File: src/core/tdac_defines.vh
// constants for the time-of-day alarm counter block
`ifndef TDAC_DEFINES_VH
`define TDAC_DEFINES_VH

// word address of the register block, in register words
`define TDAC_BASE_WORD      30'h0000_10c0

// register index within the block (byte address is four times the sum of base and index)
`define TDAC_IDX_CTRL       4'h0
`define TDAC_IDX_PRESCALE   4'h1
`define TDAC_IDX_SEC        4'h2
`define TDAC_IDX_SEC_ALM    4'h3
`define TDAC_IDX_MIN        4'h4
`define TDAC_IDX_MIN_ALM    4'h5
`define TDAC_IDX_HR         4'h6
`define TDAC_IDX_HR_ALM     4'h7
`define TDAC_IDX_DAY        4'h8
`define TDAC_IDX_DAY_ALM    4'h9
`define TDAC_IDX_LAST       4'h9

// control_status field positions
`define TDAC_CS_SEC_FLAG    15
`define TDAC_CS_ALM_FLAG    14
`define TDAC_CS_TEST_HI     9
`define TDAC_CS_TEST_LO     8
`define TDAC_CS_DAY_EN      7
`define TDAC_CS_HR_EN       6
`define TDAC_CS_MIN_EN      5
`define TDAC_CS_SEC_EN      4
`define TDAC_CS_SEC_IRQ_EN  3
`define TDAC_CS_ALM_IRQ_EN  2
`define TDAC_CS_CNT_EN      0

// field widths and last values before rollover
`define TDAC_SEC_W          6
`define TDAC_MIN_W          6
`define TDAC_HR_W           5
`define TDAC_DAY_W          16
`define TDAC_SEC_MAX        6'h3b
`define TDAC_MIN_MAX        6'h3b
`define TDAC_HR_MAX         5'h17
`define TDAC_DAY_MAX        16'hffff

// reset values and latch delay after the tick in bus clocks
`define TDAC_RST_16         16'h0000
`define TDAC_LATCH_DELAY    2

`endif

File: src/core/tdac_sync2.v
// two flip-flop synchroniser with a chosen reset level
`timescale 1ns/100ps
module tdac_sync2 #(
   parameter RST_VAL = 1'b0
) (
   input  wire i_clk,
   input  wire i_rst_n,
   input  wire i_d,
   output reg  o_q
);

   reg meta_q;

   ////////////////////////////////////////////////////////////////////////////////
   // first stage feeds only the second stage
   always @(posedge i_clk or negedge i_rst_n) begin
      if (!i_rst_n) begin
         meta_q <= RST_VAL;
         o_q    <= RST_VAL;
      end else begin
         meta_q <= i_d;
         o_q    <= meta_q;
      end
   end

endmodule // tdac_sync2

File: src/core/tdac_time_field.v
// one modulo time counter with its read latch
`timescale 1ns/100ps
module tdac_time_field #(
   parameter          W   = 6,
   parameter [W-1:0]  MAX = 6'h3b
) (
   input  wire         i_clk,
   input  wire         i_rst_n,
   input  wire         i_inc,
   input  wire         i_load,
   input  wire [W-1:0] i_load_val,
   input  wire         i_latch,
   output reg  [W-1:0] o_cnt_q,
   output reg  [W-1:0] o_lat_q,
   output wire         o_carry
);

   // rollover when advancing from the last value (or an out of range load)
   wire wrap = (o_cnt_q >= MAX);

   assign o_carry = i_inc & wrap;

   ////////////////////////////////////////////////////////////////////////////////
   // counter: software load while stopped, advance while counting
   always @(posedge i_clk or negedge i_rst_n) begin
      if (!i_rst_n) begin
         o_cnt_q <= {W{1'b0}};
      end else if (i_load) begin
         o_cnt_q <= i_load_val;
      end else if (i_inc) begin
         o_cnt_q <= wrap ? {W{1'b0}} : o_cnt_q + {{(W-1){1'b0}}, 1'b1};
      end
   end

   ////////////////////////////////////////////////////////////////////////////////
   // read latch: captures the settled counter
   always @(posedge i_clk or negedge i_rst_n) begin
      if (!i_rst_n) begin
         o_lat_q <= {W{1'b0}};
      end else if (i_latch) begin
         o_lat_q <= o_cnt_q;
      end
   end

endmodule // tdac_time_field

File: src/core/tdac_top.v
// time-of-day alarm counter: prescaler, time fields, alarm and wishbone registers
`timescale 1ns/100ps
`include "tdac_defines.vh"
module tdac_top #(
   parameter PRE_W = 16
) (
   input  wire        I_SYS_CLK,
   input  wire        I_RST_N,
   input  wire        I_TOD_CLK,
   input  wire        I_WB_CYC,
   input  wire        I_WB_STB,
   input  wire        I_WB_WE,
   input  wire [31:0] I_WB_ADR,
   input  wire [3:0]  I_WB_SEL,
   input  wire [31:0] I_WB_DAT,
   output reg         O_WB_ACK,
   output reg  [31:0] O_WB_DAT,
   output reg         O_SEC_IRQ,
   output reg         O_ALARM_IRQ
);

   ////////////////////////////////////////////////////////////////////////////////
   // declarations

   wire                   rst_n;          // synchronised reset release
   wire                   tod_clk_s;      // synchronised time-base input
   reg                    tod_clk_q;      // previous sample for edge detect
   wire                   tod_rise;

   reg  [15:0]            ctrl_q;         // stored control bits, flags included
   reg  [PRE_W-1:0]       pre_load_q;
   reg  [PRE_W-1:0]       pre_cnt_q;
   reg                    tick_q;         // one-cycle 1 Hz tick
   reg  [`TDAC_LATCH_DELAY-1:0] tick_dly_q;
   reg                    alarm_chk_q;    // latches just updated while counting

   reg  [`TDAC_SEC_W-1:0] sec_alm_q;
   reg  [`TDAC_MIN_W-1:0] min_alm_q;
   reg  [`TDAC_HR_W-1:0]  hr_alm_q;
   reg  [`TDAC_DAY_W-1:0] day_alm_q;

   wire [`TDAC_SEC_W-1:0] sec_cnt;
   wire [`TDAC_SEC_W-1:0] sec_lat;
   wire [`TDAC_MIN_W-1:0] min_cnt;
   wire [`TDAC_MIN_W-1:0] min_lat;
   wire [`TDAC_HR_W-1:0]  hr_cnt;
   wire [`TDAC_HR_W-1:0]  hr_lat;
   wire [`TDAC_DAY_W-1:0] day_cnt;
   wire [`TDAC_DAY_W-1:0] day_lat;
   wire                   sec_carry;
   wire                   min_carry;
   wire                   hr_carry;

   wire                   cnt_en;
   wire                   req;
   wire                   in_block;
   wire [29:0]            word_off;       // word offset from the block base
   wire [3:0]             idx;
   wire                   wr_now;
   wire [15:0]            wmask;
   wire                   latch_en;
   wire                   alarm_hit;
   wire                   ld_sec;
   wire                   ld_min;
   wire                   ld_hr;
   wire                   ld_day;
   reg  [15:0]            rd_val;
   reg  [15:0]            ctrl_d;

   ////////////////////////////////////////////////////////////////////////////////
   // reset release and time-base input synchronisers

   tdac_sync2 #(.RST_VAL(1'b0)) u_rst_sync (
      .i_clk   (I_SYS_CLK),
      .i_rst_n (I_RST_N),
      .i_d     (1'b1),
      .o_q     (rst_n)
   );

   tdac_sync2 #(.RST_VAL(1'b0)) u_tod_sync (
      .i_clk   (I_SYS_CLK),
      .i_rst_n (rst_n),
      .i_d     (I_TOD_CLK),
      .o_q     (tod_clk_s)
   );

   // rising edge of the slow input clock, seen on the bus clock
   always @(posedge I_SYS_CLK or negedge rst_n) begin
      if (!rst_n) begin
         tod_clk_q <= 1'b0;
      end else begin
         tod_clk_q <= tod_clk_s;
      end
   end

   assign tod_rise = tod_clk_s & ~tod_clk_q;
   assign cnt_en   = ctrl_q[`TDAC_CS_CNT_EN];

   ////////////////////////////////////////////////////////////////////////////////
   // bus decode: classic wishbone, one wait state, writes land with ack

   assign req      = I_WB_CYC & I_WB_STB;
   assign in_block = (I_WB_ADR[31:2] >= `TDAC_BASE_WORD) &&
                     (I_WB_ADR[31:2] <= `TDAC_BASE_WORD + {26'h0, `TDAC_IDX_LAST});
   assign word_off = I_WB_ADR[31:2] - `TDAC_BASE_WORD;
   assign idx      = word_off[3:0];
   assign wr_now   = req & I_WB_WE & O_WB_ACK & in_block;
   assign wmask    = {{8{I_WB_SEL[1]}}, {8{I_WB_SEL[0]}}};

   // time counters take software writes only while stopped
   assign ld_sec = wr_now & ~cnt_en & (idx == `TDAC_IDX_SEC);
   assign ld_min = wr_now & ~cnt_en & (idx == `TDAC_IDX_MIN);
   assign ld_hr  = wr_now & ~cnt_en & (idx == `TDAC_IDX_HR);
   assign ld_day = wr_now & ~cnt_en & (idx == `TDAC_IDX_DAY);

   // ack rises one cycle after the request and drops the cycle after
   always @(posedge I_SYS_CLK or negedge rst_n) begin
      if (!rst_n) begin
         O_WB_ACK <= 1'b0;
      end else begin
         O_WB_ACK <= req & ~O_WB_ACK;
      end
   end

   ////////////////////////////////////////////////////////////////////////////////
   // prescaler: counts input edges 0..load, then emits the tick

   always @(posedge I_SYS_CLK or negedge rst_n) begin
      if (!rst_n) begin
         pre_cnt_q <= {PRE_W{1'b0}};
         tick_q    <= 1'b0;
      end else begin
         tick_q <= 1'b0;
         if (cnt_en && tod_rise) begin
            if (pre_cnt_q >= pre_load_q) begin
               pre_cnt_q <= {PRE_W{1'b0}};
               tick_q    <= 1'b1;
            end else begin
               pre_cnt_q <= pre_cnt_q + {{(PRE_W-1){1'b0}}, 1'b1};
            end
         end
      end
   end

   // prescale load is written only while stopped
   always @(posedge I_SYS_CLK or negedge rst_n) begin
      if (!rst_n) begin
         pre_load_q <= `TDAC_RST_16;
      end else if (wr_now && !cnt_en && idx == `TDAC_IDX_PRESCALE) begin
         pre_load_q <= (pre_load_q & ~wmask) | (I_WB_DAT[15:0] & wmask);
      end
   end

   ////////////////////////////////////////////////////////////////////////////////
   // cascaded time fields

   tdac_time_field #(.W(`TDAC_SEC_W), .MAX(`TDAC_SEC_MAX)) u_sec (
      .i_clk      (I_SYS_CLK),
      .i_rst_n    (rst_n),
      .i_inc      (tick_q),
      .i_load     (ld_sec),
      .i_load_val (I_WB_DAT[`TDAC_SEC_W-1:0]),
      .i_latch    (latch_en),
      .o_cnt_q    (sec_cnt),
      .o_lat_q    (sec_lat),
      .o_carry    (sec_carry)
   );

   tdac_time_field #(.W(`TDAC_MIN_W), .MAX(`TDAC_MIN_MAX)) u_min (
      .i_clk      (I_SYS_CLK),
      .i_rst_n    (rst_n),
      .i_inc      (sec_carry),
      .i_load     (ld_min),
      .i_load_val (I_WB_DAT[`TDAC_MIN_W-1:0]),
      .i_latch    (latch_en),
      .o_cnt_q    (min_cnt),
      .o_lat_q    (min_lat),
      .o_carry    (min_carry)
   );

   tdac_time_field #(.W(`TDAC_HR_W), .MAX(`TDAC_HR_MAX)) u_hr (
      .i_clk      (I_SYS_CLK),
      .i_rst_n    (rst_n),
      .i_inc      (min_carry),
      .i_load     (ld_hr),
      .i_load_val (I_WB_DAT[`TDAC_HR_W-1:0]),
      .i_latch    (latch_en),
      .o_cnt_q    (hr_cnt),
      .o_lat_q    (hr_lat),
      .o_carry    (hr_carry)
   );

   tdac_time_field #(.W(`TDAC_DAY_W), .MAX(`TDAC_DAY_MAX)) u_day (
      .i_clk      (I_SYS_CLK),
      .i_rst_n    (rst_n),
      .i_inc      (hr_carry),
      .i_load     (ld_day),
      .i_load_val (I_WB_DAT[`TDAC_DAY_W-1:0]),
      .i_latch    (latch_en),
      .o_cnt_q    (day_cnt),
      .o_lat_q    (day_lat),
      .o_carry    ()
   );

   ////////////////////////////////////////////////////////////////////////////////
   // latch timing: two bus clocks after the tick, or track while stopped

   always @(posedge I_SYS_CLK or negedge rst_n) begin
      if (!rst_n) begin
         tick_dly_q  <= {`TDAC_LATCH_DELAY{1'b0}};
         alarm_chk_q <= 1'b0;
      end else begin
         tick_dly_q  <= {tick_dly_q[`TDAC_LATCH_DELAY-2:0], tick_q};
         alarm_chk_q <= tick_dly_q[`TDAC_LATCH_DELAY-1] & cnt_en;
      end
   end

   assign latch_en = tick_dly_q[`TDAC_LATCH_DELAY-1] | ~cnt_en;

   ////////////////////////////////////////////////////////////////////////////////
   // alarm compare against the freshly latched time

   assign alarm_hit = alarm_chk_q & ctrl_q[`TDAC_CS_ALM_IRQ_EN] &
                      (|ctrl_q[`TDAC_CS_DAY_EN:`TDAC_CS_SEC_EN]) &
                      (~ctrl_q[`TDAC_CS_DAY_EN] | (day_lat == day_alm_q)) &
                      (~ctrl_q[`TDAC_CS_HR_EN]  | (hr_lat  == hr_alm_q))  &
                      (~ctrl_q[`TDAC_CS_MIN_EN] | (min_lat == min_alm_q)) &
                      (~ctrl_q[`TDAC_CS_SEC_EN] | (sec_lat == sec_alm_q));

   // alarm value registers, writable at any time
   always @(posedge I_SYS_CLK or negedge rst_n) begin
      if (!rst_n) begin
         sec_alm_q <= {`TDAC_SEC_W{1'b0}};
         min_alm_q <= {`TDAC_MIN_W{1'b0}};
         hr_alm_q  <= {`TDAC_HR_W{1'b0}};
         day_alm_q <= `TDAC_RST_16;
      end else if (wr_now) begin
         case (idx)
            `TDAC_IDX_SEC_ALM: begin
               sec_alm_q <= I_WB_DAT[`TDAC_SEC_W-1:0];
            end
            `TDAC_IDX_MIN_ALM: begin
               min_alm_q <= I_WB_DAT[`TDAC_MIN_W-1:0];
            end
            `TDAC_IDX_HR_ALM: begin
               hr_alm_q <= I_WB_DAT[`TDAC_HR_W-1:0];
            end
            `TDAC_IDX_DAY_ALM: begin
               day_alm_q <= (day_alm_q & ~wmask) | (I_WB_DAT[15:0] & wmask);
            end
            default: begin
               day_alm_q <= day_alm_q;
            end
         endcase
      end
   end

   ////////////////////////////////////////////////////////////////////////////////
   // control_status next value: writable fields, flags cleared by zero, set wins

   always @* begin
      ctrl_d = ctrl_q;
      if (wr_now && idx == `TDAC_IDX_CTRL) begin
         if (I_WB_SEL[0]) begin
            ctrl_d[7:0] = I_WB_DAT[7:0];
         end
         if (I_WB_SEL[1]) begin
            ctrl_d[`TDAC_CS_TEST_HI:`TDAC_CS_TEST_LO] =
               I_WB_DAT[`TDAC_CS_TEST_HI:`TDAC_CS_TEST_LO];
            if (!I_WB_DAT[`TDAC_CS_SEC_FLAG]) begin
               ctrl_d[`TDAC_CS_SEC_FLAG] = 1'b0;
            end
            if (!I_WB_DAT[`TDAC_CS_ALM_FLAG]) begin
               ctrl_d[`TDAC_CS_ALM_FLAG] = 1'b0;
            end
         end
      end
      if (tick_q) begin
         ctrl_d[`TDAC_CS_SEC_FLAG] = 1'b1;
      end
      if (alarm_hit) begin
         ctrl_d[`TDAC_CS_ALM_FLAG] = 1'b1;
      end
      ctrl_d[13:10] = 4'h0;
      ctrl_d[1]     = 1'b0;
   end

   always @(posedge I_SYS_CLK or negedge rst_n) begin
      if (!rst_n) begin
         ctrl_q <= `TDAC_RST_16;
      end else begin
         ctrl_q <= ctrl_d;
      end
   end

   ////////////////////////////////////////////////////////////////////////////////
   // read mux: time registers always come from the latches

   always @* begin
      case (idx)
         `TDAC_IDX_CTRL:     rd_val = ctrl_q;
         `TDAC_IDX_PRESCALE: rd_val = pre_load_q;
         `TDAC_IDX_SEC:      rd_val = {10'h000, sec_lat};
         `TDAC_IDX_SEC_ALM:  rd_val = {10'h000, sec_alm_q};
         `TDAC_IDX_MIN:      rd_val = {10'h000, min_lat};
         `TDAC_IDX_MIN_ALM:  rd_val = {10'h000, min_alm_q};
         `TDAC_IDX_HR:       rd_val = {11'h000, hr_lat};
         `TDAC_IDX_HR_ALM:   rd_val = {11'h000, hr_alm_q};
         `TDAC_IDX_DAY:      rd_val = day_lat;
         `TDAC_IDX_DAY_ALM:  rd_val = day_alm_q;
         default:            rd_val = 16'h0000;
      endcase
   end

   // read data registered with the ack; unmapped words read zero
   always @(posedge I_SYS_CLK or negedge rst_n) begin
      if (!rst_n) begin
         O_WB_DAT <= 32'h0000_0000;
      end else if (req && !O_WB_ACK) begin
         O_WB_DAT <= in_block ? {16'h0000, rd_val} : 32'h0000_0000;
      end
   end

   ////////////////////////////////////////////////////////////////////////////////
   // interrupt request levels to the interrupt controller

   always @(posedge I_SYS_CLK or negedge rst_n) begin
      if (!rst_n) begin
         O_SEC_IRQ   <= 1'b0;
         O_ALARM_IRQ <= 1'b0;
      end else begin
         O_SEC_IRQ   <= ctrl_q[`TDAC_CS_SEC_FLAG] & ctrl_q[`TDAC_CS_SEC_IRQ_EN];
         O_ALARM_IRQ <= ctrl_q[`TDAC_CS_ALM_FLAG] & ctrl_q[`TDAC_CS_ALM_IRQ_EN];
      end
   end

endmodule // tdac_top

File: config.mk
export PLATFORM = sky130hd
export DESIGN_NAME = tdac_top
export DESIGN_NICKNAME = d
export VERILOG_FILES = /design/src/core/tdac_sync2.v /design/src/core/tdac_time_field.v /design/src/core/tdac_top.v
export VERILOG_INCLUDE_DIRS = /design/src /design/src/core
export SDC_FILE = /design/constraint.sdc
export NUM_CORES = 1
export LEC_CHECK = 0
export BUFFER_PORTS_ARGS = -buffer_cell sky130_fd_sc_hd__buf_4
export CAP_MARGIN = 20
export CORE_MARGIN = 1
export CORE_UTILIZATION = 55
export CTS_CLUSTER_DIAMETER = 200
export DETAILED_ROUTE_END_ITERATION = 6
export GPL_ROUTABILITY_DRIVEN = 0
export PLACE_DENSITY_LB_ADDON = 0.1
export SYNTH_ARGS = -nofsm -noshare
export SYNTH_HDL_FRONTEND = slang
export SYNTH_HIERARCHICAL = 1
export SYNTH_SLANG_ARGS = --single-unit
File: constraint.sdc
create_clock -name I_SYS_CLK -period 6.2 [get_ports I_SYS_CLK]
set_input_delay 0.93 -clock I_SYS_CLK [delete_from_list [all_inputs] [get_ports I_SYS_CLK]]
set_output_delay 0.93 -clock I_SYS_CLK [all_outputs]
set_load 0.02 [all_outputs]
# ---- Word-level counts from Yosys, hierarchy flattened
# Index checks and enable logic that the tools add are counted.
dict set report totals {
  input_bits 74
  output_inout_bits 35
  ff_bits 186
}
dict set report op_classes {
  addsub 6
  mux 23
  bitwise_logic 41
  eq_ne 15
  reduce_logical 26
  n_lt_le_gt_ge 7
}
# cell count
set ops {}
lappend ops {{one-hot mux 16 bit (10 select lines)} 1}
lappend ops {{two-way mux 16 bit} 5}
lappend ops {{bitwise AND 16 bit} 3}
lappend ops {{two-way mux 6 bit} 6}
lappend ops {{adder 16 x 1 -> 16 bit, second input constant} 2}
lappend ops {{bitwise OR 16 bit} 2}
lappend ops {{>= comparator 30 x 13 -> 1 bit, second input constant} 1}
lappend ops {{<= comparator 30 x 13 -> 1 bit, second input constant} 1}
lappend ops {{bitwise AND 1 bit} 23}
lappend ops {{== test 16 bit} 1}
lappend ops {{== test 4 x 3 -> 1 bit, second input constant} 4}
lappend ops {{>= comparator 16 bit} 1}
lappend ops {{>= comparator 16 bit, second input constant} 1}
lappend ops {{inverter 16 bit} 1}
lappend ops {{nonzero test 2 bit} 8}
lappend ops {{two-way mux 5 bit} 3}
lappend ops {{adder 6 x 1 -> 6 bit, second input constant} 2}
lappend ops {{== test 6 bit} 2}
lappend ops {{>= comparator 6 bit, second input constant} 2}
lappend ops {{AND reduction 2 bit} 6}
lappend ops {{== test 4 x 2 -> 1 bit, second input constant} 2}
lappend ops {{== test 4 bit, second input constant} 2}
lappend ops {{inverter 1 bit} 7}
lappend ops {{logical AND 1 bit} 6}
lappend ops {{13 further kinds} 26}

# ---- Logic depth before layout (Yosys ltp)
# Gate-level depths: netlist of the first run.
dict set report depth {
  ltp_word 8
  mapped_depth 13
  ltp_nobuf 11
}

# ---- By module
# The synthesis of the first run kept the hierarchy.
# module seq_area_each_um2 instances area_each_um2 cells_each
set by_module_without_submodules {}
lappend by_module_without_submodules {tdac_top 2502.4 1 5586.6 515}
lappend by_module_without_submodules {{tdac_time_field at u_day} 800.8 1 1584.0 151}
lappend by_module_without_submodules {{tdac_time_field at u_min ...} 300.3 2 628.1 58}
lappend by_module_without_submodules {{tdac_time_field at u_hr} 250.2 1 511.7 47}
lappend by_module_without_submodules {tdac_sync2 50.0 2 50.0 2}

# ---- Worst setup path after synthesis of the first run
# OpenSTA, ideal clock, no wires.
dict set report synth_timing {
  path_type {flip-flop to flip-flop}
  start {reg u_sec.o_cnt_q[0]}
  end {reg u_day.o_cnt_q[14]}
  path_stages_with_launch 14
  setup_slack_ps 3009
  required_time_ps 6131
  arrival_time_ps 3122
  path_buffers 2
  setup_time_ps 69
  path_cell_list {dfrtp_1 ha_1 o2111ai_2 nor2_1 clkbuf_1 inv_1 nor2_1 inv_1 nor3_1 buf_2 nand2_1 or4b_4 or4_1 nand3_1}
}
dict set report synth_between {
  elab_chain_len 5
}
# item line
set synth_lines {}
lappend synth_lines {{from (decl)} tdac_time_field.v:13} ;# output reg [W-1:0] o_cnt_q,
lappend synth_lines {{from (signal assigned)} tdac_time_field.v:27} ;# o_cnt_q <= {W{1'b0}};
lappend synth_lines {{from (signal assigned)} tdac_time_field.v:29} ;# o_cnt_q <= i_load_val;
lappend synth_lines {{from (signal assigned)} tdac_time_field.v:31} ;# o_cnt_q <= wrap ? {W{1'b0}} : o_cnt_q + {{(W-1){1'b0}}, 1'b1};
lappend synth_lines {{>= comparator 6 bit} tdac_time_field.v:19} ;# wire wrap = (o_cnt_q >= MAX);
lappend synth_lines {{bitwise AND 1 bit} tdac_time_field.v:21} ;# assign o_carry = i_inc & wrap;
lappend synth_lines {{via sec_carry} tdac_top.v:50} ;# wire sec_carry;
lappend synth_lines {{bitwise AND 1 bit} tdac_time_field.v:21}
lappend synth_lines {{via min_carry} tdac_top.v:51} ;# wire min_carry;
lappend synth_lines {{bitwise AND 1 bit} tdac_time_field.v:21}
lappend synth_lines {{via hr_carry} tdac_top.v:52} ;# wire hr_carry;
lappend synth_lines {{nonzero test 2 bit (no line)} -}
lappend synth_lines {{to (signal assigned)} tdac_time_field.v:27}
lappend synth_lines {{to (signal assigned)} tdac_time_field.v:29}
lappend synth_lines {{to (signal assigned)} tdac_time_field.v:31}
lappend synth_lines {{to (decl)} tdac_time_field.v:13}
# The timed path passes the listed nets, and every way through them passes these cells.
# A chain may end at the register's enable or synchronous reset.

# ---- Final worst setup path of the first run
# Ends and elaborated chain as after synthesis.

==> results of run 1 <==
[cell type report]
class	count	area [um2]	share of cell area [%]
clock buffers	23	448	4.38
well taps	216	270	2.64
repair buffers	82	633	6.19
clock inverters	8	75.1	0.734
flip-flops and latches	170	4260	41.6
inverters	33	124	1.21
multi-input cells	593	4430	43.2
[worst max-delay path by stage]
stage,endpoint,from,slack (ns)
after global routing,u_day/o_cnt_q[14]$_DFFE_PN0P_,u_sec/o_cnt_q[0]$_DFFE_PN0P_,1.69
after detailed placement,u_day/o_cnt_q[14]$_DFFE_PN0P_,u_sec/o_cnt_q[0]$_DFFE_PN0P_,2.05
after global placement,u_day/o_cnt_q[14]$_DFFE_PN0P_,u_sec/o_cnt_q[0]$_DFFE_PN0P_,2.14
after floorplan,O_ALARM_IRQ$_DFF_PN0_,u_rst_sync/o_q$_DFF_PN0_,1.11
final,u_day/o_cnt_q[14]$_DFFE_PN0P_,u_sec/o_cnt_q[0]$_DFFE_PN0P_,1.93
after CTS,u_day/o_cnt_q[14]$_DFFE_PN0P_,u_sec/o_cnt_q[0]$_DFFE_PN0P_,2.02
[layer usage]
metal  vias to the layer above  track usage [%]  part of all wire (%)
met3                        23             5.04                   5.7
met2                       264             44.1                    47
li1                       3176                -                     -
met1                      3490             39.3                    46
met4                         0             7.18                   1.2
met5                         -                0                     0
[metrics by stage]
stage | worst slack, ns | total power [mW]
floorplan | 1.11 | 1.19
detailed placement | 2.05 | 1.24
finish | 1.93 | 2.19
global placement | 2.14 | 1.24
global route | 1.69 | 2.27
CTS | 2.02 | 2.21
[power groups by stage]
| stage | combinational (mW) | sequential, mW | clock (mW) |
|---|---|---|---|
| after floorplan | 0.0427 | 1.15 | 0 |
| after global placement | 0.0952 | 1.14 | 0 |
| after detailed placement | 0.0966 | 1.14 | 0 |
| after CTS | 0.0968 | 1.12 | 0.987 |
| after global routing | 0.117 | 1.12 | 1.03 |
| final | 0.107 | 1.12 | 0.971 |
==> results, run 1 <==
- The critical register-to-register path endpoint is u_day/o_cnt_q[14]$_DFFE_PN0P_.
- At the pin with the least slew margin, the transition time is 1.08 ns.
- For this block, the routed nets add up to 22,200 um of wire.
- STA classifies the critical path startpoint as a flop.
- Net switching is 22.6% of the power.
- Setup violations remaining at the end of the flow were counted as 0.
- Once the floorplan was initialized, standard cells occupied 56.7% of the core.
- Of the total power, the clock network draws 44.3%.
- The leakage power is 4.53 nW.
- For the worst setup path, the data required time is 6.56 ns.
- The first global-routing pass estimated 35,400 um of wire.
- The half-perimeter wire length after placement is 15,800 um.
- The flow ran to the end, and the final reports show no timing, DRC or antenna violations.
- The number of antenna violations at the first check in global routing is 0.
- The shortest clock period the worst path allows after layout is 4.27 ns.
- The signed area change from the synthesized netlist to the final layout is 13.3%.
- The total clock sinks is 170.
- Timing would allow up to 234 MHz.
- Adding up every negative setup slack in the final design gives 0 ns.
- After detailed routing, the number of vias per cell comes to 6.18.
- After detailed placement, the total cell area comes to 9680 um2.
- The number of nets with antenna violations after detailed routing is 0.
- On the worst path, the slowest cell contributes a delay of 0.71 ns.
- The power per cell area is 214 nW/um2.
- At the end of the flow the core is filled with cells to 64.2%.
- Buffers added to address setup during post-CTS repair amount to 0.
- The count of final max-slew check failures is 0.
- The finished cells cover 10,200 um2.
- The cell family contributing the most delay on the critical path is simple AND/OR/NAND/NOR gates.
- After detailed routing, the number of remaining DRC violations is 0.
- The final net count is 992.
- The number of antenna diodes in the final layout is 0.
- The number of cells upsized or downsized after cts is 0.
- The share of total power dissipated in sequential elements is 50.9%.
- The number of buffers inserted by port buffering is 72.
- The number of primary I/O pins is 109.
- The average size of a mapped cell is 10.9 um2.
- The number of buffers and inverters on the critical path is 3.
- Clock skew on the completed layout was measured at 0.00809 ns.
- Setup slack on the worst reg-to-reg path comes out at 1.93 ns.
- The cell internal power dissipation is 1.70 mW.
- The H-tree depth is 4.
- After the first detailed-routing iteration, the DRC count stood at 647.
- Setup repair after global routing left no endpoint under its margin.
- In this run, post-CTS hold repair placed 0 buffers.
- The total count of hold-check failures in the final report came to 0.
- The startpoint identified for the worst register-to-register timing path is u_sec/o_cnt_q[0]$_DFFE_PN0P_.
- For this run the aggregate overflow at the end of global routing stands at 0.
- Measured along the y axis, the die boundary spans 130 um.
- The library cells used most frequently in the layout, excluding fill and tap cells, are sky130_fd_sc_hd__dfrtp_1, sky130_fd_sc_hd__mux2_2, sky130_fd_sc_hd__buf_4.
- Max-cap violations in this run came to 0.
- The combinational cell fraction of total power is 4.9%.
- The kind of path behind the tightest hold check is reg -> async.
- The cell with the biggest individual delay on the critical path is sky130_fd_sc_hd__nor2_1.
- The largest fanout on the critical path is 11.
- The region available for standard cell placement spans 15,900 um2.
- The library cell used most frequently in the layout, excluding fill and tap cells, is sky130_fd_sc_hd__dfrtp_1.
- Once placement completed, the tool counted placed cells totaling 1,092.
- The switching power is 0.496 mW.
- Leaving out filler cells and counting taps, the final layout contains 1,125.
- Synthesis handed over a netlist of 832 instances.
- The TritonCTS clock tree is yes.
- The first detailed-routing pass ran for 5 iterations.
- After layout, the worst path uses 68.8% of the clock period.
- The number of global-route vias before repair was 6,770.
- The area of the die is 16,900 um2.
- For the worst setup path, the data arrival time is 4.63 ns.
- The cell row count is 46.
- The cell sitting at the root of the clock tree is a sky130_fd_sc_hd__clkbuf_16.
- After detailed routing, the average wire length per cell comes to 19.8 um.
- The clock buffer count from CTS is 17.
- The signal on the critical path passes through ha_1 -> o2111ai_2 -> nor2_1 -> inv_1 -> nor2_1 -> inv_1 -> nor3_1 -> buf_4 -> nand2_1 -> or4b_4 -> or4_1 -> nand3_1.
- The critical path runs through a total of 12 cells.
- The total number of vias is 6,953.
- The worst setup path is of the reg -> reg kind.
- The highest ir drop seen on vdd is 0.199 mV.
- For the worst-skew pair, the clock arrives at the later sink with an insertion delay of 0.42 ns.
- During synthesis, Yosys emitted a total of 6 warnings.
- The horizontal extent of the die is 130 um.
- The clock-pin transition on the worst setup and hold timing paths is 0.07 ns.
- The post-route netlist has 25.1% of its cells at a drive strength greater than 1.
- Fill cells in the final layout number 1,284.
- The total global-route track usage is 27.8%.
- Measured against its own limit, the worst slew margin works out to 27.6%.
- No sink is reached through more buffers than the 2 on the longest clock path.
- The count of cells along the worst register-to-register path is 12.
- After synthesis the cells add up to 9030 um2.
- The worst setup path is captured at a flop.
- The pin count of the biggest net entering global routing is 81.
- The worst hold slack across all endpoints is 0.225 ns.
(Power assumes the default switching activity.)
==> run 2: changes to the inputs <==
Clock period 6.2 ns to 4.1 ns, I/O delays scaled along.
==> results, run 2 (same netlist as run 1, synthesis figures left out) <==
- The H-tree depth is 4.
- Clock-pin slew was measured on the worst setup and hold paths at 0.07 ns.
- The flow ran to the end, but the final reports show violations.
- For this run, the total global-route usage over all layers was measured as 27.6%.
- Measured along the y axis, the die boundary spans 130 um.
- For the final routed database, the setup TNS stands at 0 ns.
- The number of buffers inserted by port buffering is 72.
- For the worst setup path, the data required time is 4.47 ns.
- The worst hold slack across all endpoints is 0.257 ns.
- The total overflow left after global routing is 0.
- The library cells used most frequently in the layout, excluding fill and tap cells, are sky130_fd_sc_hd__dfrtp_1, sky130_fd_sc_hd__mux2_2, sky130_fd_sc_hd__buf_4.
- TritonCTS built the clock tree.
- Once the floorplan was initialized, standard cells occupied 56.7% of the core.
- At the pin with the least slew margin, the transition time is 0.748 ns.
- The post-route cell area is 10,300 um2.
- The longest clock path from root to sink contains 2 buffers.
- The initialized floorplan defines 46 standard-cell rows.
- The worst setup path is of the reg -> reg kind.
- The kind of path behind the tightest hold check is reg -> async.
- The pre-CTS worst setup slack is 0.681 ns.
- The type of element capturing the critical path is a flop.
- The via-per-instance ratio is 6.17.
- The checks that failed: DRC.
- After the flow finishes, the layout carries non-filler instances totaling 1,130.
- The floorplan step defined a core boundary enclosing 15,900 um2.
- The worst slew slack as a fraction of its limit is 50.1%.
- The later pin in the worst-skew pair is clocked with a latency of 0.43 ns.
- The design draws 3.46 mW.
- The number of nets with antenna violations after detailed routing is 0.
- Power spread over the standard cell area amounts to 335 nW/um2.
- The count of final max-slew check failures is 0.
- The pin count of the biggest net entering global routing is 93.
- The share of cells above drive strength 1 is 25.9%.
- Cells fill 64.9% of the core in the end.
- The cell sitting at the root of the clock tree is a sky130_fd_sc_hd__clkbuf_16.
- The max-cap violation count is 0.
- The leakage power is 4.58 nW.
- Setup repair after global routing left no endpoint under its margin.
- Data arrives at the worst endpoint at 3.90 ns.
- The first global-routing pass estimated 35,400 um of wire.
- In this run, CTS created clock tree buffers numbering 17.
- The horizontal extent of the die is 130 um.
- The signed area change from the synthesized netlist to the final layout is 14.5%.
- The total count of hold-check failures in the final report is 0.
- Counting I/O delays and the setup requirement, the final critical path takes 3.53 ns.
- The maximum clock frequency is 283 MHz.
- Between clock sinks in the finished design, the worst skew comes to 0.0119 ns.
- The library cell used most frequently in the layout, excluding fill and tap cells, is sky130_fd_sc_hd__dfrtp_1.
- The worst setup path is launched from a flop.
- The area of the die is 16,900 um2.
- The highest ir drop seen on vdd is 0.280 mV.
- In this run, the number of DRC markers left after iteration 0 of detailed routing was 596.
- Pin placement for this block handled 109 I/O pins.
- Before antenna repair, the detailed router went through 7 iterations.
- The number of setup buffers added after CTS is 0.
- The number of cells in the design after placement is 1,096.
- Across all layers, the routed design uses 6,977 vias.
- The largest fanout on the critical path is 9.
- Dividing the detail-routed wire length by the instance count gives 19.8 um.
- In the post-route analysis, the smallest setup slack over all paths is 0.567 ns.
- The total of fill cells in the finished design is 1,246.
- Setup violations remaining at the end of the flow were counted as 0.
- The final critical path takes up 86.2% of the cycle.
- The tree built by TritonCTS fans out to 170 sinks.
- For this run, design rule violations remaining after detail routing come to 2.
- The number of global-route vias before repair was 6,749.
- The number of antenna violations at the first check in global routing is 0.
- In the final design database the tool counted 996 nets.
- Summing all placed instances gives a cell area of 9720 um2.
- The HPWL after detailed placement is 15,700 um.
- The routed design has 22,300 um of wire.
- 0 antenna diodes ended up in the layout.
==> run 2: routing by layer <==
| metal | global-route usage (%) | up-vias | routed length [um] |
|---|---|---|---|
| li1 | - | 3185 | - |
| met3 | 5.54 | 28 | 1400 |
| met5 | 0 | - | 0 |
| met2 | 44.0 | 290 | 10500 |
| met4 | 7.46 | 0 | 301 |
| met1 | 38.6 | 3474 | 10200 |
==> run 2: critical path: stages, from the launching register on <==
cell	delay (ns)
sky130_fd_sc_hd__dfrtp_1	0.46
sky130_fd_sc_hd__ha_1	0.31
sky130_fd_sc_hd__o2111ai_2	0.20
sky130_fd_sc_hd__nor2_1	0.35
sky130_fd_sc_hd__inv_1	0.13
sky130_fd_sc_hd__nor2_1	0.26
sky130_fd_sc_hd__inv_1	0.13
sky130_fd_sc_hd__nor3_1	0.25
sky130_fd_sc_hd__buf_4	0.23
sky130_fd_sc_hd__nand2_1	0.12
sky130_fd_sc_hd__or4b_4	0.53
sky130_fd_sc_hd__or4_1	0.41
sky130_fd_sc_hd__nand3_1	0.09
==> run 2: worst paths after layout <==
kind                                               from                       endpoint  slack, ns  cells past startpoint
min in group I_SYS_CLK                        I_TOD_CLK    u_tod_sync/meta_q$_DFF_PN0_       0.29                      1
max in group asynchronous      u_rst_sync/o_q$_DFF_PN0_        O_WB_DAT[4]$_DFFE_PN0P_       2.73                      2
setup reg to reg           u_sec/o_cnt_q[0]$_DFFE_PN0P_  u_day/o_cnt_q[14]$_DFFE_PN0P_       0.57                     12
hold / removal                 u_rst_sync/o_q$_DFF_PN0_   u_sec/o_lat_q[4]$_DFFE_PN0P_       0.26                      0
setup / recovery           u_sec/o_cnt_q[0]$_DFFE_PN0P_  u_day/o_cnt_q[14]$_DFFE_PN0P_       0.57                     12
hold reg to reg                u_rst_sync/o_q$_DFF_PN0_   u_sec/o_lat_q[4]$_DFFE_PN0P_       0.26                      0
==> run 2: final cells by class <==
| cell class | count | area, um2 | share of cell area [%] |
|---|---|---|---|
| inverters | 33 | 124 | 1.20 |
| clock buffers | 19 | 443 | 4.28 |
| repair buffers | 86 | 681 | 6.58 |
| well taps | 216 | 270 | 2.61 |
| multi-input cells | 593 | 4430 | 42.8 |
| clock inverters | 13 | 143 | 1.38 |
| flip-flops and latches | 170 | 4260 | 41.2 |
==> run 2: timing repair <==
action | in CTS | in global routing
hold buffers | 1 | 0
endpoints found under the hold margin | 2 | 0
gates resized for setup | 0 | 0
==> run 2: power breakdown <==
part	internal, mW	switching (mW)
Clock	0.920	0.694
Sequential	1.68	0.00675
Combinational	0.0561	0.105
Total	2.66	0.806
==> run 3: changes to the inputs <==
Settings changed: GPL_TIMING_DRIVEN set to 0.
Clock period 4.1 ns to 4.26 ns, I/O delays scaled along.
==> results, run 3 (same netlist as run 1, synthesis figures left out) <==
- The TritonCTS clock tree is yes.
- For this design the total switching power over the nets is 0.770 mW.
- No sink is reached through more buffers than the 2 on the longest clock path.
- Total power for the finished layout comes to 3.34 mW.
- The worst setup path is launched from a flop.
- Clock tree synthesis found a total of 170 sinks.
- The area of the die is 16,900 um2.
- The relative contribution of sequential cells to total power is 48.9%.
- The total setup buffers inserted after CTS is 0.
- Data arrives at the worst endpoint at 4.37 ns.
- The number of antenna violations at the first check in global routing is 0.
- The highest ir drop seen on vdd is 0.298 mV.
- The pin count of the biggest net entering global routing is 67.
- Clock-pin slew was measured on the worst setup and hold paths at 0.07 ns.
- In this run the worst hold path is classified as in -> reg.
- Across the whole layout, storage elements account for 4260 um2.
- The leakage power is 4.71 nW.
- Along the worst path, the maximum fanout reaches 10.
- The root buffer cell chosen for the clock tree is sky130_fd_sc_hd__clkbuf_16.
- The half-perimeter wire length after placement is 17,200 um.
- The number of DRC violations after detailed routing is 0.
- The worst hold slack across all endpoints is 0.318 ns.
- At the worst endpoint, the required time is 4.63 ns.
- At the later pin of the worst-skew pair, clock insertion delay measures 0.43 ns.
- The max-cap violation count is 0.
- The average routed wire per standard cell is 20.1 um.
- For met1 alone, demand over resource in global routing was 39.7%.
- The global routing met3 resource utilization is 6.07%.
- The switching share of total power is 23.1%.
- Summing all multi-input logic gate instances after layout gives 4440 um2.
- The detailed router placed 7,182 vias in this run.
- The number of nets with antenna violations after detailed routing is 0.
- From bottom edge to top edge, the die measures 130 um.
- In the final layout, the share of cells above drive strength 1 is 27.3%.
- The startpoint-to-endpoint class of the critical path is reg -> reg.
- For this run, the top clock speed supported by timing is 250 MHz.
- The part of the cycle the worst path needs is 94.1%.
- The floorplan core area is 15,900 um2.
- Setup repair after global routing left no endpoint under its margin.
- The instance area at placement is 9960 um2.
- The shortest clock period the worst path allows after layout is 4.01 ns.
- From left edge to right edge, the die measures 130 um.
- The final antenna diode count is 0.
- Global routing used 48.2% of the available met2 tracks.
- The power per cell area is 316 nW/um2.
- The area growth from synthesis to layout is 17.0%.
- The clock network power share is 46.2%.
- The wire length of the first global-routing pass is 37,900 um.
- The initial core utilization is 56.7%.
- The H-tree depth is 4.
- The run finished with clean final reports.
- The layout has 1,276 filler cells.
- The share of the core filled with cells in the final layout is 66.3%.
- The floorplan has 46 rows.
- The total count of hold-check failures in the final report is 0.
- The global routing stage identified its most utilized layer as met2.
- The transition at the pin with the smallest max-transition slack is 0.882 ns.
- The count of final max-slew check failures is 0.
- The total global-route track usage is 29.7%.
- In this run, CTS created clock tree buffers numbering 17.
- The internal portion of the total power is 2.57 mW.
- The number of buffers inserted by port buffering is 72.
- The post-route cell area is 10,600 um2.
- The total overflow reported by the global router is 0.
- The routed wire length is 23,600 um.
- Setup violations remaining at the end of the flow were counted as 0.
- The worst setup path is captured at a flop.
- The via-per-instance ratio is 6.13.
- The final worst clock skew is 0.00976 ns.
- The library cell used most frequently in the layout, excluding fill and tap cells, is sky130_fd_sc_hd__dfrtp_1.
- For this run, the post-layout net count is 1,038.
- Combinational cells account for 5.0% of the total power.
- The number of global-route vias before repair was 7,189.
- The worst slew slack as a fraction of its limit is 41.2%.
- The library cells used most frequently in the layout, excluding fill and tap cells, are sky130_fd_sc_hd__dfrtp_1, sky130_fd_sc_hd__mux2_2, sky130_fd_sc_hd__buf_4.
- The first routing iteration left 516 violations.
- The pre-antenna-repair detailed-routing pass consisted of 5 iterations.
- The number of primary I/O pins is 109.
[run 3: per-stage QoR]
step	setup TNS, ns	setup slack, ns	instances
6_report	0	0.253	1172
3_5_place_dp	-0.333	-0.252	1137
5_1_grt	0	0.0118	1172
4_1_cts	0	0.0883	1170
3_3_place_gp	-0.164	-0.164	1135
2_1_floorplan	0	1.07	847
[run 3: path summary, 6_finish.rpt]
kind / start / end / slack (ns) / cells after the start
worst max-delay path: u_sec/o_cnt_q[1]$_DFFE_PN0P_ / u_day/o_cnt_q[14]$_DFFE_PN0P_ / 0.25 / 13
worst min-delay path: I_TOD_CLK / u_tod_sync/meta_q$_DFF_PN0_ / 0.32 / 1
worst max register to register: u_sec/o_cnt_q[1]$_DFFE_PN0P_ / u_day/o_cnt_q[14]$_DFFE_PN0P_ / 0.25 / 13
worst min register to register: tick_dly_q[0]$_DFF_PN0_ / tick_dly_q[1]$_DFF_PN0_ / 0.35 / 0
max in group asynchronous: u_rst_sync/o_q$_DFF_PN0_ / O_WB_DAT[5]$_DFFE_PN0P_ / 2.76 / 2
min in group asynchronous: u_rst_sync/o_q$_DFF_PN0_ / u_sec/o_cnt_q[2]$_DFFE_PN0P_ / 0.46 / 0
[run 3: what timing repair did]
action,CTS,global route
endpoints found under the hold margin,2,0
resized for setup,2,3
hold buffers,1,0
setup endpoints to repair,3,3
[run 3: power by group through the flow]
stage,Combinational (mW),Sequential [mW],Clock (mW)
2_1_floorplan,0.0622,1.67,0
3_3_place_gp,0.136,1.68,0
3_5_place_dp,0.165,1.66,0
4_1_cts,0.165,1.63,1.56
5_1_grt,0.180,1.63,1.62
6_report,0.166,1.63,1.54
[run 3: cell type report]
class                      instances  area share (%)
multi-input combinational        593            41.9
sequential                       170            40.3
inverter                          33            1.17
clock inverter                    13            1.33
timing repair buffer              77            5.82
buffer                            51            2.73
clock buffer                      19            4.19
tap                              216            2.56
[run 3: per-layer routing]
| layer | vias to the layer above | wire length [um] |
|---|---|---|
| met5 | - | 0 |
| met4 | 0 | 440 |
| met3 | 41 | 1480 |
| met2 | 292 | 11300 |
| met1 | 3583 | 10400 |
| li1 | 3266 | - |
[run 3: critical path: stages (launching register included)]
cell	delay, ns
sky130_fd_sc_hd__dfrtp_1	0.45
sky130_fd_sc_hd__ha_1	0.29
sky130_fd_sc_hd__o2111ai_2	0.21
sky130_fd_sc_hd__nor2_2	0.28
sky130_fd_sc_hd__clkbuf_2	0.27
sky130_fd_sc_hd__inv_1	0.11
sky130_fd_sc_hd__nor2_2	0.34
sky130_fd_sc_hd__inv_1	0.16
sky130_fd_sc_hd__nor3_2	0.37
sky130_fd_sc_hd__buf_2	0.28
sky130_fd_sc_hd__nand2_1	0.14
sky130_fd_sc_hd__or4b_4	0.54
sky130_fd_sc_hd__or4_1	0.41
sky130_fd_sc_hd__nand3_1	0.10
